`src/hw/vpic_map.svh`:
```
// Register indices, field positions, reset values and vector constants of the
// vectored priority interrupt controller.
// Assumes inclusion by bare name from the package and the design files.
`ifndef VPIC_MAP_SVH
`define VPIC_MAP_SVH

// Register indices on the register port
`define VPIC_IDX_CTRL_ONE   6'h00
`define VPIC_IDX_CTRL_TWO   6'h01
`define VPIC_IDX_FLAG0      6'h02
`define VPIC_IDX_EN0        6'h07
`define VPIC_IDX_PRIO0      6'h0C
`define VPIC_IDX_PENDING    6'h1E
`define VPIC_IDX_STATUS     6'h1F
`define VPIC_IDX_CORE       6'h20
`define VPIC_NUM_FLAG_REGS  5
`define VPIC_NUM_PRIO_REGS  18

// Global control one fields
`define VPIC_C1_NEST_DIS    15
`define VPIC_C1_WMASK       16'hFFFE
// Trap status bits in global control one: osc, addr, stack, math, transfer
`define VPIC_C1_OSC         1
`define VPIC_C1_STK         2
`define VPIC_C1_ADDR        3
`define VPIC_C1_MATH        4
`define VPIC_C1_XFER        5

// Global control two fields
`define VPIC_C2_ALT         15
`define VPIC_C2_WMASK       16'h801F
`define VPIC_NUM_EXT        5

// Status word and core control fields
`define VPIC_SR_LVL_LO      5
`define VPIC_CORE_TOP       3

// Vectors and table addresses
`define VPIC_USER_VEC_BASE  7'h08
`define VPIC_IVT_BASE       24'h00_0004
`define VPIC_ALTERNATE_VECTOR_TABLE_OFFSET    24'h00_0100
`define VPIC_TRAP_TOP_LVL   4'hF

// Reset values
`define VPIC_RST_WORD       16'h0000
`define VPIC_RST_LEVEL      4'h0

`endif

```
`src/hw/vpic_pkg.sv`:
```
// Types shared by the interrupt controller files.
// Assumes vpic_map.svh is on the include path.
package vpic_pkg;
    `include "vpic_map.svh"

    // One register port request
    typedef struct packed {
        logic        wr;
        logic        rd;
        logic [5:0]  addr;
        logic [15:0] wdata;
    } vpic_bus_t;

    // Vector number and new level as latched for the CPU
    typedef struct packed {
        logic [6:0] vec;
        logic [3:0] lvl;
    } vpic_pend_t;
endpackage : vpic_pkg

```
`src/hw/vpic_arbiter.sv`:
```
// Priority search over the user request lines.
// Assumes requests are already qualified by flag and enable; purely combinational.
module vpic_arbiter
    import vpic_pkg::*;
#(
    parameter int NSRC = 72
)
(
    // Qualified requests and their levels
    input  wire logic [NSRC-1:0]      req,
    input  wire logic [NSRC-1:0][2:0] prio,
    // Winner
    output logic                      found,
    output logic [6:0]                idx,
    output logic [2:0]                lvl
);
    // Walk from the top index down; ">=" lets the lower index win a tie
    always_comb
    begin
        found = 1'b0;
        idx   = 7'h00;
        lvl   = 3'h0;
        for (int i = NSRC - 1; i >= 0; i--)
        begin
            if (req[i] && (!found || prio[i] >= lvl))
            begin
                found = 1'b1;
                idx   = 7'(i);
                lvl   = prio[i];
            end
        end
    end
endmodule : vpic_arbiter

```
`src/hw/vpic_ctrl.sv`:
```
// Vectored priority interrupt controller: flag, enable and priority registers,
// trap status, CPU level and the latched pending vector.
// Assumes request and trap pulses come from logic on clk; external pins do not.
//
// Local design decisions: the plain strobed port and the register offsets.
module vpic_ctrl
    import vpic_pkg::*;
#(
    parameter int NSRC = 72
)
(
    // Clock and reset
    input  wire logic          clk,
    input  wire logic          rst,
    // Register port
    input  wire vpic_bus_t     bus,
    output logic [15:0]        rdata_r,
    // Request sources
    input  wire logic [NSRC-1:0] periph_req,
    input  wire logic [4:0]    ext_pin,
    input  wire logic [4:0]    trap_evt,
    // CPU side
    input  wire logic          irq_ack,
    output logic               irq_req_r,
    output logic [6:0]         irq_vector_r,
    output logic [3:0]         irq_level_r,
    output logic [23:0]        irq_addr_r,
    output logic [3:0]         cpu_level_r
);
    localparam int NBITS = `VPIC_NUM_FLAG_REGS * 16;

    // Request numbers of the five external pins
    localparam logic [4:0][6:0] EXT_SRC = {7'd54, 7'd53, 7'd29, 7'd20, 7'd0};
    // Trap vector numbers, in the order of the trap_evt bits
    localparam logic [4:0][2:0] TRAP_VEC = {3'd5, 3'd4, 3'd3, 3'd2, 3'd1};
    // Where each trap keeps its status bit in control one
    localparam logic [4:0][3:0] TRAP_BIT = {4'(`VPIC_C1_XFER), 4'(`VPIC_C1_MATH),
                                            4'(`VPIC_C1_STK), 4'(`VPIC_C1_ADDR),
                                            4'(`VPIC_C1_OSC)};

    // Register state
    logic [15:0]            ctrl_one_r, ctrl_one_nxt;
    logic [15:0]            ctrl_two_r, ctrl_two_nxt;
    logic [NBITS-1:0]       flag_r, flag_nxt;
    logic [NBITS-1:0]       en_r, en_nxt;
    logic [NSRC-1:0][2:0]   prio_r, prio_nxt;
    vpic_pend_t             pend_r, pend_nxt;
    logic [3:0]             lvl_nxt;
    logic [15:0]            rdata_nxt;
    logic                   irq_req_nxt;
    logic [6:0]             irq_vector_nxt;
    logic [3:0]             irq_level_nxt;
    logic [23:0]            irq_addr_nxt;

    // Pin synchronisers and edge detect
    logic [4:0]             pin_s1_r, pin_s2_r, pin_s3_r;
    logic [4:0]             pin_edge;
    logic [NBITS-1:0]       hw_set;

    // Arbitration
    logic [NSRC-1:0]        user_req;
    logic                   user_found;
    logic [6:0]             user_idx;
    logic [2:0]             user_lvl;
    logic                   user_ok;
    logic                   trap_found;
    logic [2:0]             trap_vec;

    // Write decode helpers
    logic [5:0]             idx_flag, idx_en, idx_prio;
    assign idx_flag = bus.addr - `VPIC_IDX_FLAG0;
    assign idx_en   = bus.addr - `VPIC_IDX_EN0;
    assign idx_prio = bus.addr - `VPIC_IDX_PRIO0;

    // Pins cross into clk through two flops; the third only feeds the edge detect
    always_ff @(posedge clk or posedge rst)
    begin
        if (rst)
        begin
            pin_s1_r <= 5'h0;
            pin_s2_r <= 5'h0;
            pin_s3_r <= 5'h0;
        end
        else
        begin
            pin_s1_r <= ext_pin;
            pin_s2_r <= pin_s1_r;
            pin_s3_r <= pin_s2_r;
        end
    end

    // Polarity bit set selects the falling edge
    always_comb
    begin
        for (int p = 0; p < `VPIC_NUM_EXT; p++)
        begin
            pin_edge[p] = ctrl_two_r[p] ? (pin_s3_r[p] & ~pin_s2_r[p])
                                        : (~pin_s3_r[p] & pin_s2_r[p]);
        end
    end

    // Hardware set lines for every flag bit
    always_comb
    begin
        hw_set = '0;
        hw_set[NSRC-1:0] = periph_req;
        for (int p = 0; p < `VPIC_NUM_EXT; p++)
        begin
            hw_set[EXT_SRC[p]] = hw_set[EXT_SRC[p]] | pin_edge[p];
        end
    end

    // Register writes; a hardware set in the clearing cycle wins
    always_comb
    begin
        ctrl_one_nxt = ctrl_one_r;
        ctrl_two_nxt = ctrl_two_r;
        flag_nxt     = flag_r;
        en_nxt       = en_r;
        prio_nxt     = prio_r;
        if (bus.wr && bus.addr == `VPIC_IDX_CTRL_ONE)
        begin
            ctrl_one_nxt = bus.wdata & `VPIC_C1_WMASK;
        end
        if (bus.wr && bus.addr == `VPIC_IDX_CTRL_TWO)
        begin
            ctrl_two_nxt = bus.wdata & `VPIC_C2_WMASK;
        end
        for (int w = 0; w < `VPIC_NUM_FLAG_REGS; w++)
        begin
            if (bus.wr && idx_flag == 6'(w))
            begin
                flag_nxt[w*16 +: 16] = bus.wdata;
            end
            if (bus.wr && idx_en == 6'(w))
            begin
                en_nxt[w*16 +: 16] = bus.wdata;
            end
        end
        for (int s = 0; s < NSRC; s++)
        begin
            if (bus.wr && idx_prio == 6'(s / 4))
            begin
                prio_nxt[s] = bus.wdata[(s % 4)*4 +: 3];
            end
        end
        flag_nxt = flag_nxt | hw_set;
        for (int t = 0; t < 5; t++)
        begin
            if (trap_evt[t])
            begin
                ctrl_one_nxt[TRAP_BIT[t]] = 1'b1;
            end
        end
        // Bits above the last source do not exist
        for (int b = NSRC; b < NBITS; b++)
        begin
            flag_nxt[b] = 1'b0;
            en_nxt[b]   = 1'b0;
        end
    end

    always_ff @(posedge clk or posedge rst)
    begin
        if (rst)
        begin
            ctrl_one_r <= `VPIC_RST_WORD;
            ctrl_two_r <= `VPIC_RST_WORD;
            flag_r     <= '0;
            en_r       <= '0;
            prio_r     <= '0;
        end
        else
        begin
            ctrl_one_r <= ctrl_one_nxt;
            ctrl_two_r <= ctrl_two_nxt;
            flag_r     <= flag_nxt;
            en_r       <= en_nxt;
            prio_r     <= prio_nxt;
        end
    end

    // Only flagged and enabled sources compete
    assign user_req = flag_r[NSRC-1:0] & en_r[NSRC-1:0];

    vpic_arbiter #(
        .NSRC (NSRC)
    ) u_arb (
        .req   (user_req),
        .prio  (prio_r),
        .found (user_found),
        .idx   (user_idx),
        .lvl   (user_lvl)
    );

    // Strictly above the CPU level, and never while the top bit is set
    assign user_ok = user_found && !cpu_level_r[3]
                     && ({1'b0, user_lvl} > cpu_level_r);

    // Lowest trap vector wins; traps ignore the CPU level
    always_comb
    begin
        trap_found = 1'b0;
        trap_vec   = 3'h0;
        for (int t = 4; t >= 0; t--)
        begin
            if (ctrl_one_r[TRAP_BIT[t]])
            begin
                trap_found = 1'b1;
                trap_vec   = TRAP_VEC[t];
            end
        end
    end

    // Select the vector, its level and its table address
    always_comb
    begin
        pend_nxt       = pend_r;
        irq_req_nxt    = 1'b0;
        irq_vector_nxt = irq_vector_r;
        irq_level_nxt  = irq_level_r;
        irq_addr_nxt   = irq_addr_r;
        if (trap_found)
        begin
            pend_nxt.vec = {4'h0, trap_vec};
            pend_nxt.lvl = `VPIC_TRAP_TOP_LVL - {1'b0, trap_vec};
            irq_req_nxt  = 1'b1;
        end
        else if (user_ok)
        begin
            pend_nxt.vec = user_idx + `VPIC_USER_VEC_BASE;
            pend_nxt.lvl = {1'b0, user_lvl};
            irq_req_nxt  = 1'b1;
        end
        if (irq_req_nxt)
        begin
            irq_vector_nxt = pend_nxt.vec;
            irq_level_nxt  = pend_nxt.lvl;
            irq_addr_nxt   = `VPIC_IVT_BASE + {16'h0, pend_nxt.vec, 1'b0}
                             + (ctrl_two_r[`VPIC_C2_ALT] ? `VPIC_ALTERNATE_VECTOR_TABLE_OFFSET
                                                         : 24'h00_0000);
        end
    end

    always_ff @(posedge clk or posedge rst)
    begin
        if (rst)
        begin
            pend_r       <= '0;
            irq_req_r    <= 1'b0;
            irq_vector_r <= 7'h00;
            irq_level_r  <= `VPIC_RST_LEVEL;
            irq_addr_r   <= 24'h00_0000;
        end
        else
        begin
            pend_r       <= pend_nxt;
            irq_req_r    <= irq_req_nxt;
            irq_vector_r <= irq_vector_nxt;
            irq_level_r  <= irq_level_nxt;
            irq_addr_r   <= irq_addr_nxt;
        end
    end

    // CPU level: acknowledge loads the new level, which for a trap can be below the current one, and beats software
    always_comb
    begin
        lvl_nxt = cpu_level_r;
        if (bus.wr && bus.addr == `VPIC_IDX_STATUS
            && !ctrl_one_r[`VPIC_C1_NEST_DIS])
        begin
            lvl_nxt[2:0] = bus.wdata[`VPIC_SR_LVL_LO +: 3];
        end
        if (bus.wr && bus.addr == `VPIC_IDX_CORE && !bus.wdata[`VPIC_CORE_TOP])
        begin
            lvl_nxt[3] = 1'b0;
        end
        if (irq_ack && irq_req_r)
        begin
            lvl_nxt = irq_level_r;
        end
    end

    always_ff @(posedge clk or posedge rst)
    begin
        if (rst)
        begin
            cpu_level_r <= `VPIC_RST_LEVEL;
        end
        else
        begin
            cpu_level_r <= lvl_nxt;
        end
    end

    // Read data stand only in the cycle after the read strobe
    always_comb
    begin
        rdata_nxt = 16'h0000;
        if (bus.rd)
        begin
            if (bus.addr == `VPIC_IDX_CTRL_ONE)
            begin
                rdata_nxt = ctrl_one_r;
            end
            else if (bus.addr == `VPIC_IDX_CTRL_TWO)
            begin
                rdata_nxt = ctrl_two_r;
            end
            else if (bus.addr == `VPIC_IDX_PENDING)
            begin
                rdata_nxt = {5'h0, pend_r.lvl, pend_r.vec};
            end
            else if (bus.addr == `VPIC_IDX_STATUS)
            begin
                rdata_nxt[`VPIC_SR_LVL_LO +: 3] = cpu_level_r[2:0];
            end
            else if (bus.addr == `VPIC_IDX_CORE)
            begin
                rdata_nxt[`VPIC_CORE_TOP] = cpu_level_r[3];
            end
            for (int w = 0; w < `VPIC_NUM_FLAG_REGS; w++)
            begin
                if (idx_flag == 6'(w))
                begin
                    rdata_nxt = flag_r[w*16 +: 16];
                end
                if (idx_en == 6'(w))
                begin
                    rdata_nxt = en_r[w*16 +: 16];
                end
            end
            for (int s = 0; s < NSRC; s++)
            begin
                if (idx_prio == 6'(s / 4))
                begin
                    rdata_nxt[(s % 4)*4 +: 3] = prio_r[s];
                end
            end
        end
    end

    always_ff @(posedge clk or posedge rst)
    begin
        if (rst)
        begin
            rdata_r <= 16'h0000;
        end
        else
        begin
            rdata_r <= rdata_nxt;
        end
    end
endmodule : vpic_ctrl

```
`config.mk`:
```
export PLATFORM = sky130hd
export DESIGN_NAME = vpic_ctrl
export DESIGN_NICKNAME = d
export VERILOG_FILES = /design/src/hw/vpic_pkg.sv /design/src/hw/vpic_arbiter.sv /design/src/hw/vpic_ctrl.sv
export VERILOG_INCLUDE_DIRS = /design/src /design/src/hw
export SDC_FILE = /design/constraint.sdc
export NUM_CORES = 2
export LEC_CHECK = 0
export BUFFER_PORTS_ARGS = -buffer_cell sky130_fd_sc_hd__buf_2
export CORE_UTILIZATION = 40
export DETAILED_ROUTE_END_ITERATION = 16
export PLACE_DENSITY = 0.64
export SKIP_LAST_GASP = 1
export SLEW_MARGIN = 10
export SYNTH_ARGS = -nofsm -noshare
export SYNTH_HDL_FRONTEND = slang
export SYNTH_SLANG_ARGS = --single-unit
```
`constraint.sdc`:
```
create_clock -name clk -period 85 [get_ports clk]
set_clock_uncertainty 0.2 [all_clocks]
set_input_delay 17 -clock clk [delete_from_list [all_inputs] [get_ports clk]]
set_output_delay 17 -clock clk [all_outputs]
set_load 0.005 [all_outputs]
```
# Yosys cells after proc, flatten, opt, wreduce, memory -nomap -nowiden
# Cells that the tools add are included.
[op_classes] bitwise_logic=27 muxes=343 addsub=7 n_eq_ne=29 n_lt_le_gt_ge=72 n_reduce_logical=264
[ops] op="two-way mux 7 bit" n=72
[ops] op="two-way mux 3 bit" n=154
[ops] op="two-way mux 16 bit" n=17
[ops] op=">= comparator 3 bit" n=71
[ops] op="logical AND 1 bit" n=108
[ops] op="two-way mux 1 bit" n=94
[ops] op="zero test 1 bit" n=74
[ops] op="AND 72 bit" n=1
[ops] op="bitwise OR 72 bit" n=1
[ops] op="logical OR 1 bit" n=71
[ops] op="equality test 6 x 4 -> 1 bit, second input constant" n=8
[ops] op="equality test 6 x 2 -> 1 bit, second input constant" n=6
[ops] op="equality test 6 x 3 -> 1 bit, second input constant" n=6
[ops] op="equality test 6 x 1 -> 1 bit, second input constant" n=4
[ops] op="equality test 6 x 5 -> 1 bit, second input constant" n=4
[ops] op="zero test 6 bit" n=4
[ops] op="two-way mux 11 bit" n=2
[ops] op="nonzero test 2 bit" n=7
[ops] op="adder 9 x 9 -> 10 bit" n=1
[ops] op="AND 1 bit" n=10
[ops] op="inverter 1 bit" n=10
[ops] op="adder 3 x 8 -> 9 bit, first input constant" n=1
[ops] op="two-way mux 9 bit" n=1
[ops] op="two-way mux 8 bit" n=1
[ops] op="10 further kinds" n=14
[totals] elab_cells=839 output_inout_bits=56 ff_bits=463 input_bits=109

# Logic depth before layout (Yosys ltp)
[logic_depth] ltp_word=292 mapped_depth=529 ltp_nobuf=517

# Modules after synthesis
# A second synthesis with hierarchy kept.
[unflattened] hier_cells=3768 area_unflattened_um2=34066.4
[modules_own_cells] mod="vpic_ctrl" area_per_inst_um2=21892.2 seq_area_each_um2=11185.7 instances=1 cells_each=1957
[modules_own_cells] mod="vpic_arbiter" area_per_inst_um2=12174.2 seq_area_each_um2=0.0 instances=1 cells_each=1811

# Worst setup path after synthesis
# Ideal clock, no wire load.
[synth_timing] path_type="flip-flop to flip-flop" startpoint="register flag_r[71]" endpoint="register irq_addr_r[8]" arrival_ps=92416 stages_incl_launch_ff=505 setup_slack_ps=-7748 required_time_ps=84668 path_buffers=12 setup_time_ps=132 period_less_slack_ps=92748 path_cell_list="dfrtp_1 -> buf_2 -> and3_1 -> ha_1 -> nand2b_1 -> a2111oi_4 -> o21ai_0 -> and2_1 -> ha_1 -> or3b_1 -> a211oi_2 -> or2_1 -> buf_2 -> a31oi_1 -> ha_1 -> nand2b_1 -> a21o_1 -> a21oi_1 -> [469 not listed] -> clkbuf_1 -> a21oi_1 -> a22oi_1 -> a21oi_1 -> ha_1 -> a31oi_1 -> and3_1 -> clkbuf_1 -> nand2_1 -> inv_1 -> o31ai_1 -> o32ai_2 -> a21o_1 -> ha_1 -> nand3_1 -> nor3b_2 -> xnor2_1 -> o21ai_1"
[synth_lines] item="start, declared" line="vpic_ctrl.sv:44" source="logic [NBITS-1:0] flag_r, flag_nxt;"
[synth_lines] item="start signal, assigned" line="vpic_ctrl.sv:177" source="flag_r <= flag_nxt;"
[synth_lines] item="end signal, assigned" line="vpic_ctrl.sv:261" source="irq_addr_r <= irq_addr_nxt;"
[synth_lines] item="end, declared" line="vpic_ctrl.sv:27" source="output logic [23:0] irq_addr_r,"

==> summary.md <==
| Metric | Value |
|---|---|
| Status | `finished, violations left` |
| Violated checks | `setup timing` |
| Fraction of layout cells with a size suffix above 1 | `42.5%` |
| Critical path startpoint category | `register` |
| Root buffer selected by CTS | `sky130_fd_sc_hd__clkbuf_16` |
| Row Count | `104` |
| Number of warnings printed during yosys synthesis | `0` |
| Delay of the slowest cell on the worst path | `0.45 ns` |
| Std-Cell Core Area | `80400 um2` |
| Clock insertion delay at the later pin of the skew report | `0.64 ns` |
| Standard cell area after detailed placement | `39800 um2` |
| Final critical-path setup slack | `-0.870 ns` |
| Number of top-level pins | `165` |
| Wire length of the first global-routing pass | `200000 um` |
| Vias per cell | `6.11` |
| Vias in the first global route | `32400` |
| Share of the clock period used by the worst path | `101%` |
| Top post-synthesis cells by area | `sky130_fd_sc_hd__dfrtp_1 (34%), sky130_fd_sc_hd__mux2_2 (11%), sky130_fd_sc_hd__ha_1 (6.0%)` |
| Buffers on Ports | `149` |
| Data arrival at the endpoint of the critical path | `86.16 ns` |
| Number of antenna violations at the first check in global routing | `10` |
| Total global routing overflow | `0` |
| Instance count of the mapped netlist | `3632` |
| Global placer's final weighted congestion | `0.965` |
| Crit path required time | `85.29 ns` |
| DRC violations left | `0` |
| Detail Placement HPWL | `98400 um` |
| Max-slew headroom | `13.0%` |
| Setup CP Type | `reg2reg` |
| TritonCTS clock tree | `built` |
| Number of max-slew violations in the final report | `0` |
| Post-synthesis sequential element count | `447` |
| Number of inserted filler cells in the final layout | `7094` |
| Complex-gate fraction of the synthesized area | `24.4%` |
| Post-synthesis adder-cell area fraction | `6.66%` |
| Simple-gate area share of the yosys netlist | `17.8%` |
| Number of hold-repair buffers added at the cts stage | `0` |
| Area growth from synthesis to layout | `38.0%` |
| Area share of the largest cell type after synthesis | `34.5%` |
| Maximum root-to-sink buffer count | `3` |
| Total of max-cap violations | `0` |
| Count of flip-flops with a built-in enable after synthesis | `0` |
| Most common flop cell mapped by yosys | `sky130_fd_sc_hd__dfrtp_1` |
| Endpoints failing hold | `0` |
| Share of synthesized area spent on multiplexers | `12.1%` |
| Vias | `34000` |
| Initial cell density of the core | `40.4%` |
| Sequential share of the synthesized area | `34.5%` |
| Number of violations reported at the end of detailed-routing iteration 0 | `3799` |
| Main combinational cell family by area after synthesis | `compound AO/OA/AOI/OAI gates` |
| Number of CTS-inserted buffers | `49` |
| Worst-case hold slack | `0.143 ns` |
| Most frequent CP cell | `sky130_fd_sc_hd__nand2b_4` |
| Worst-case setup slack after placement | `-2.19 ns` |
| Largest net degree at the start of global routing | `159` |
| Avg Cell Area, Syn | `8.94 um2` |
| Biggest area consumer among synthesized cells | `sky130_fd_sc_hd__dfrtp_1` |
| Overall routed net length | `137000 um` |
| Post-layout instance area | `44800 um2` |
| Remaining antenna violation count after routing | `0` |
| Transition at the pin with the smallest max-transition slack | `1.30 ns` |
| Parity-gate share of the synthesized area counting xor and xnor cells | `0.162%` |
| Die footprint | `82300 um2` |
| Mapped Area | `32500 um2` |
| Setup repair after global routing missed its margin | `yes` |
| # clock sinks | `447` |
| Total Routing Usage GR | `32.0%` |
| Final setup violating endpoints | `29` |
| Die H | `287 um` |
| Largest fanout of any net on the critical path | `8` |
| Wire length per cell | `24.7 um` |
| Final-stage net count | `4715` |
| H-Tree Level Count | `2` |
| Min Tclk post-route | `85.87 ns` |
| Classification of the worst-slack hold path | `reg2reg` |
| Library cell contributing the largest single delay on the critical path | `sky130_fd_sc_hd__a2111oi_4` |
| Share of synthesized flip-flops with an asynchronous set or reset | `100%` |
| Clk pin slew, worst setup/hold paths | `0.06 ns` |
| Die outline width | `287 um` |
| Timing-limited maximum frequency | `11.6 MHz` |
| TritonRoute pass-1 iters | `9` |
| Number of distinct standard cells referenced by the synthesized netlist | `117` |
| CP Capture Type | `register` |
## state kept, by name, summed over array words and instances, names as in the netlist, 5 cells and up
signal,cells
pin_s1_r,5
en_r,72
pin_s3_r,5
ctrl_one_r,15
flag_r,72
pin_s2_r,5
rdata_r,16
irq_vector_r,7
ctrl_two_r,6
prio_r,216
pend_r,11
irq_addr_r,8
## worst paths after layout
check	from	to	slack [ns]	cells after the start
worst max-delay path	flag_r[71]$_DFF_PP0_	irq_addr_r[8]$_DFFE_PP0P_	-0.87	507
worst max register to register	flag_r[71]$_DFF_PP0_	irq_addr_r[8]$_DFFE_PP0P_	-0.87	507
min in group asynchronous	rst	pin_s1_r[2]$_DFF_PP0_	16.30	2
worst min register to register	pin_s1_r[1]$_DFF_PP0_	pin_s2_r[1]$_DFF_PP0_	0.14	0
worst min-delay path	pin_s1_r[1]$_DFF_PP0_	pin_s2_r[1]$_DFF_PP0_	0.14	0
max in group asynchronous	rst	prio_r[195]$_DFFE_PP0P_	65.46	5
## cells in the mapped netlist (42+ instances only)
cell	n
sky130_fd_sc_hd__nor2b_1	42
sky130_fd_sc_hd__nor2_1	234
sky130_fd_sc_hd__nor3_1	69
sky130_fd_sc_hd__ha_1	155
sky130_fd_sc_hd__inv_1	188
sky130_fd_sc_hd__nand3_1	86
sky130_fd_sc_hd__clkbuf_1	141
sky130_fd_sc_hd__a31oi_1	55
sky130_fd_sc_hd__a21oi_1	231
sky130_fd_sc_hd__o211ai_1	52
sky130_fd_sc_hd__and3_1	90
sky130_fd_sc_hd__and2_1	58
sky130_fd_sc_hd__a22oi_1	56
sky130_fd_sc_hd__o21ai_0	189
sky130_fd_sc_hd__a211oi_1	43
sky130_fd_sc_hd__a21o_1	42
sky130_fd_sc_hd__a211o_1	68
sky130_fd_sc_hd__nand2_1	372
sky130_fd_sc_hd__nand2b_1	81
sky130_fd_sc_hd__mux2_2	314
sky130_fd_sc_hd__dfrtp_1	447
## cell families (layout without fill, tap and decap cells)
kind of cell | after synthesis | after routing
xor+xnor | 6 | 6
fa+ha+maj | 177 | 177
simple gates | 1173 | 1173
mux | 350 | 350
buf+inv | 366 | 1207
compound gates | 1112 | 1112
other cells | 1 | 23
flops | 447 | 447
## area by class of cell
class	instances	area, um2	share of cell area, %
timing repair buffer	930	6770	15.1
tap	1060	1330	2.96
multi-input combinational	2833	23100	51.6
inverter	190	727	1.62
clock inverter	19	240	0.536
clock buffer	68	1410	3.14
sequential	447	11200	25.0
antenna	8	20.0	0.0447
## repair_timing
item | CTS | global route
endpoints found under the setup margin | 31 | 31
pin swaps | 196 | 280
resized for setup | 155 | 208
setup buffers | 147 | 55
cloned | 0 | 1
## cell usage in the layout (no fill, tap or decap), types with 69 or more instances in the layout
cell type	n
sky130_fd_sc_hd__and3_1	83
sky130_fd_sc_hd__buf_2	148
sky130_fd_sc_hd__inv_1	175
sky130_fd_sc_hd__mux2_2	292
sky130_fd_sc_hd__dfrtp_1	447
sky130_fd_sc_hd__a21oi_1	160
sky130_fd_sc_hd__ha_1	104
sky130_fd_sc_hd__o21ai_0	138
sky130_fd_sc_hd__nand3_1	69
sky130_fd_sc_hd__nor2_1	197
sky130_fd_sc_hd__buf_4	757
sky130_fd_sc_hd__nand2_1	349
## worst max-delay path, delay by kind of cell (launching register included)
| kind | cells | cell delay (ns) |
|---|---|---|
| AO/OA/AOI/OAI | 202 | 31.57 |
| adder cells (fa/ha/maj) | 92 | 24.07 |
| AND/OR/NAND/NOR | 163 | 20.05 |
| multiplexers | 20 | 6.02 |
| buffers and inverters | 29 | 3.17 |
| flip-flops | 1 | 0.40 |
| XOR/XNOR | 1 | 0.15 |
## layer usage
metal | up-vias | global-route usage (%) | wire (um)
met2 | 1715 | 47.4 | 59300
met3 | 364 | 6.77 | 13700
met1 | 16700 | 44.0 | 57200
met5 | - | 0 | 0
li1 | 15200 | - | -
met4 | 0 | 15.5 | 6990
## metrics by stage
step	setup TNS, ns	utilization [%]	instances
after floorplan	0	-	3646
after global placement	-0.957	49.5	5263
after detailed placement	-47.77	49.5	5263
after CTS	-5.46	53.8	5496
after global routing	-143.88	55.7	5552
final	-9.36	55.7	5555
Power is not shown: default switching activity piles up to over one toggle a cycle in this logic, so the estimate is an artifact.
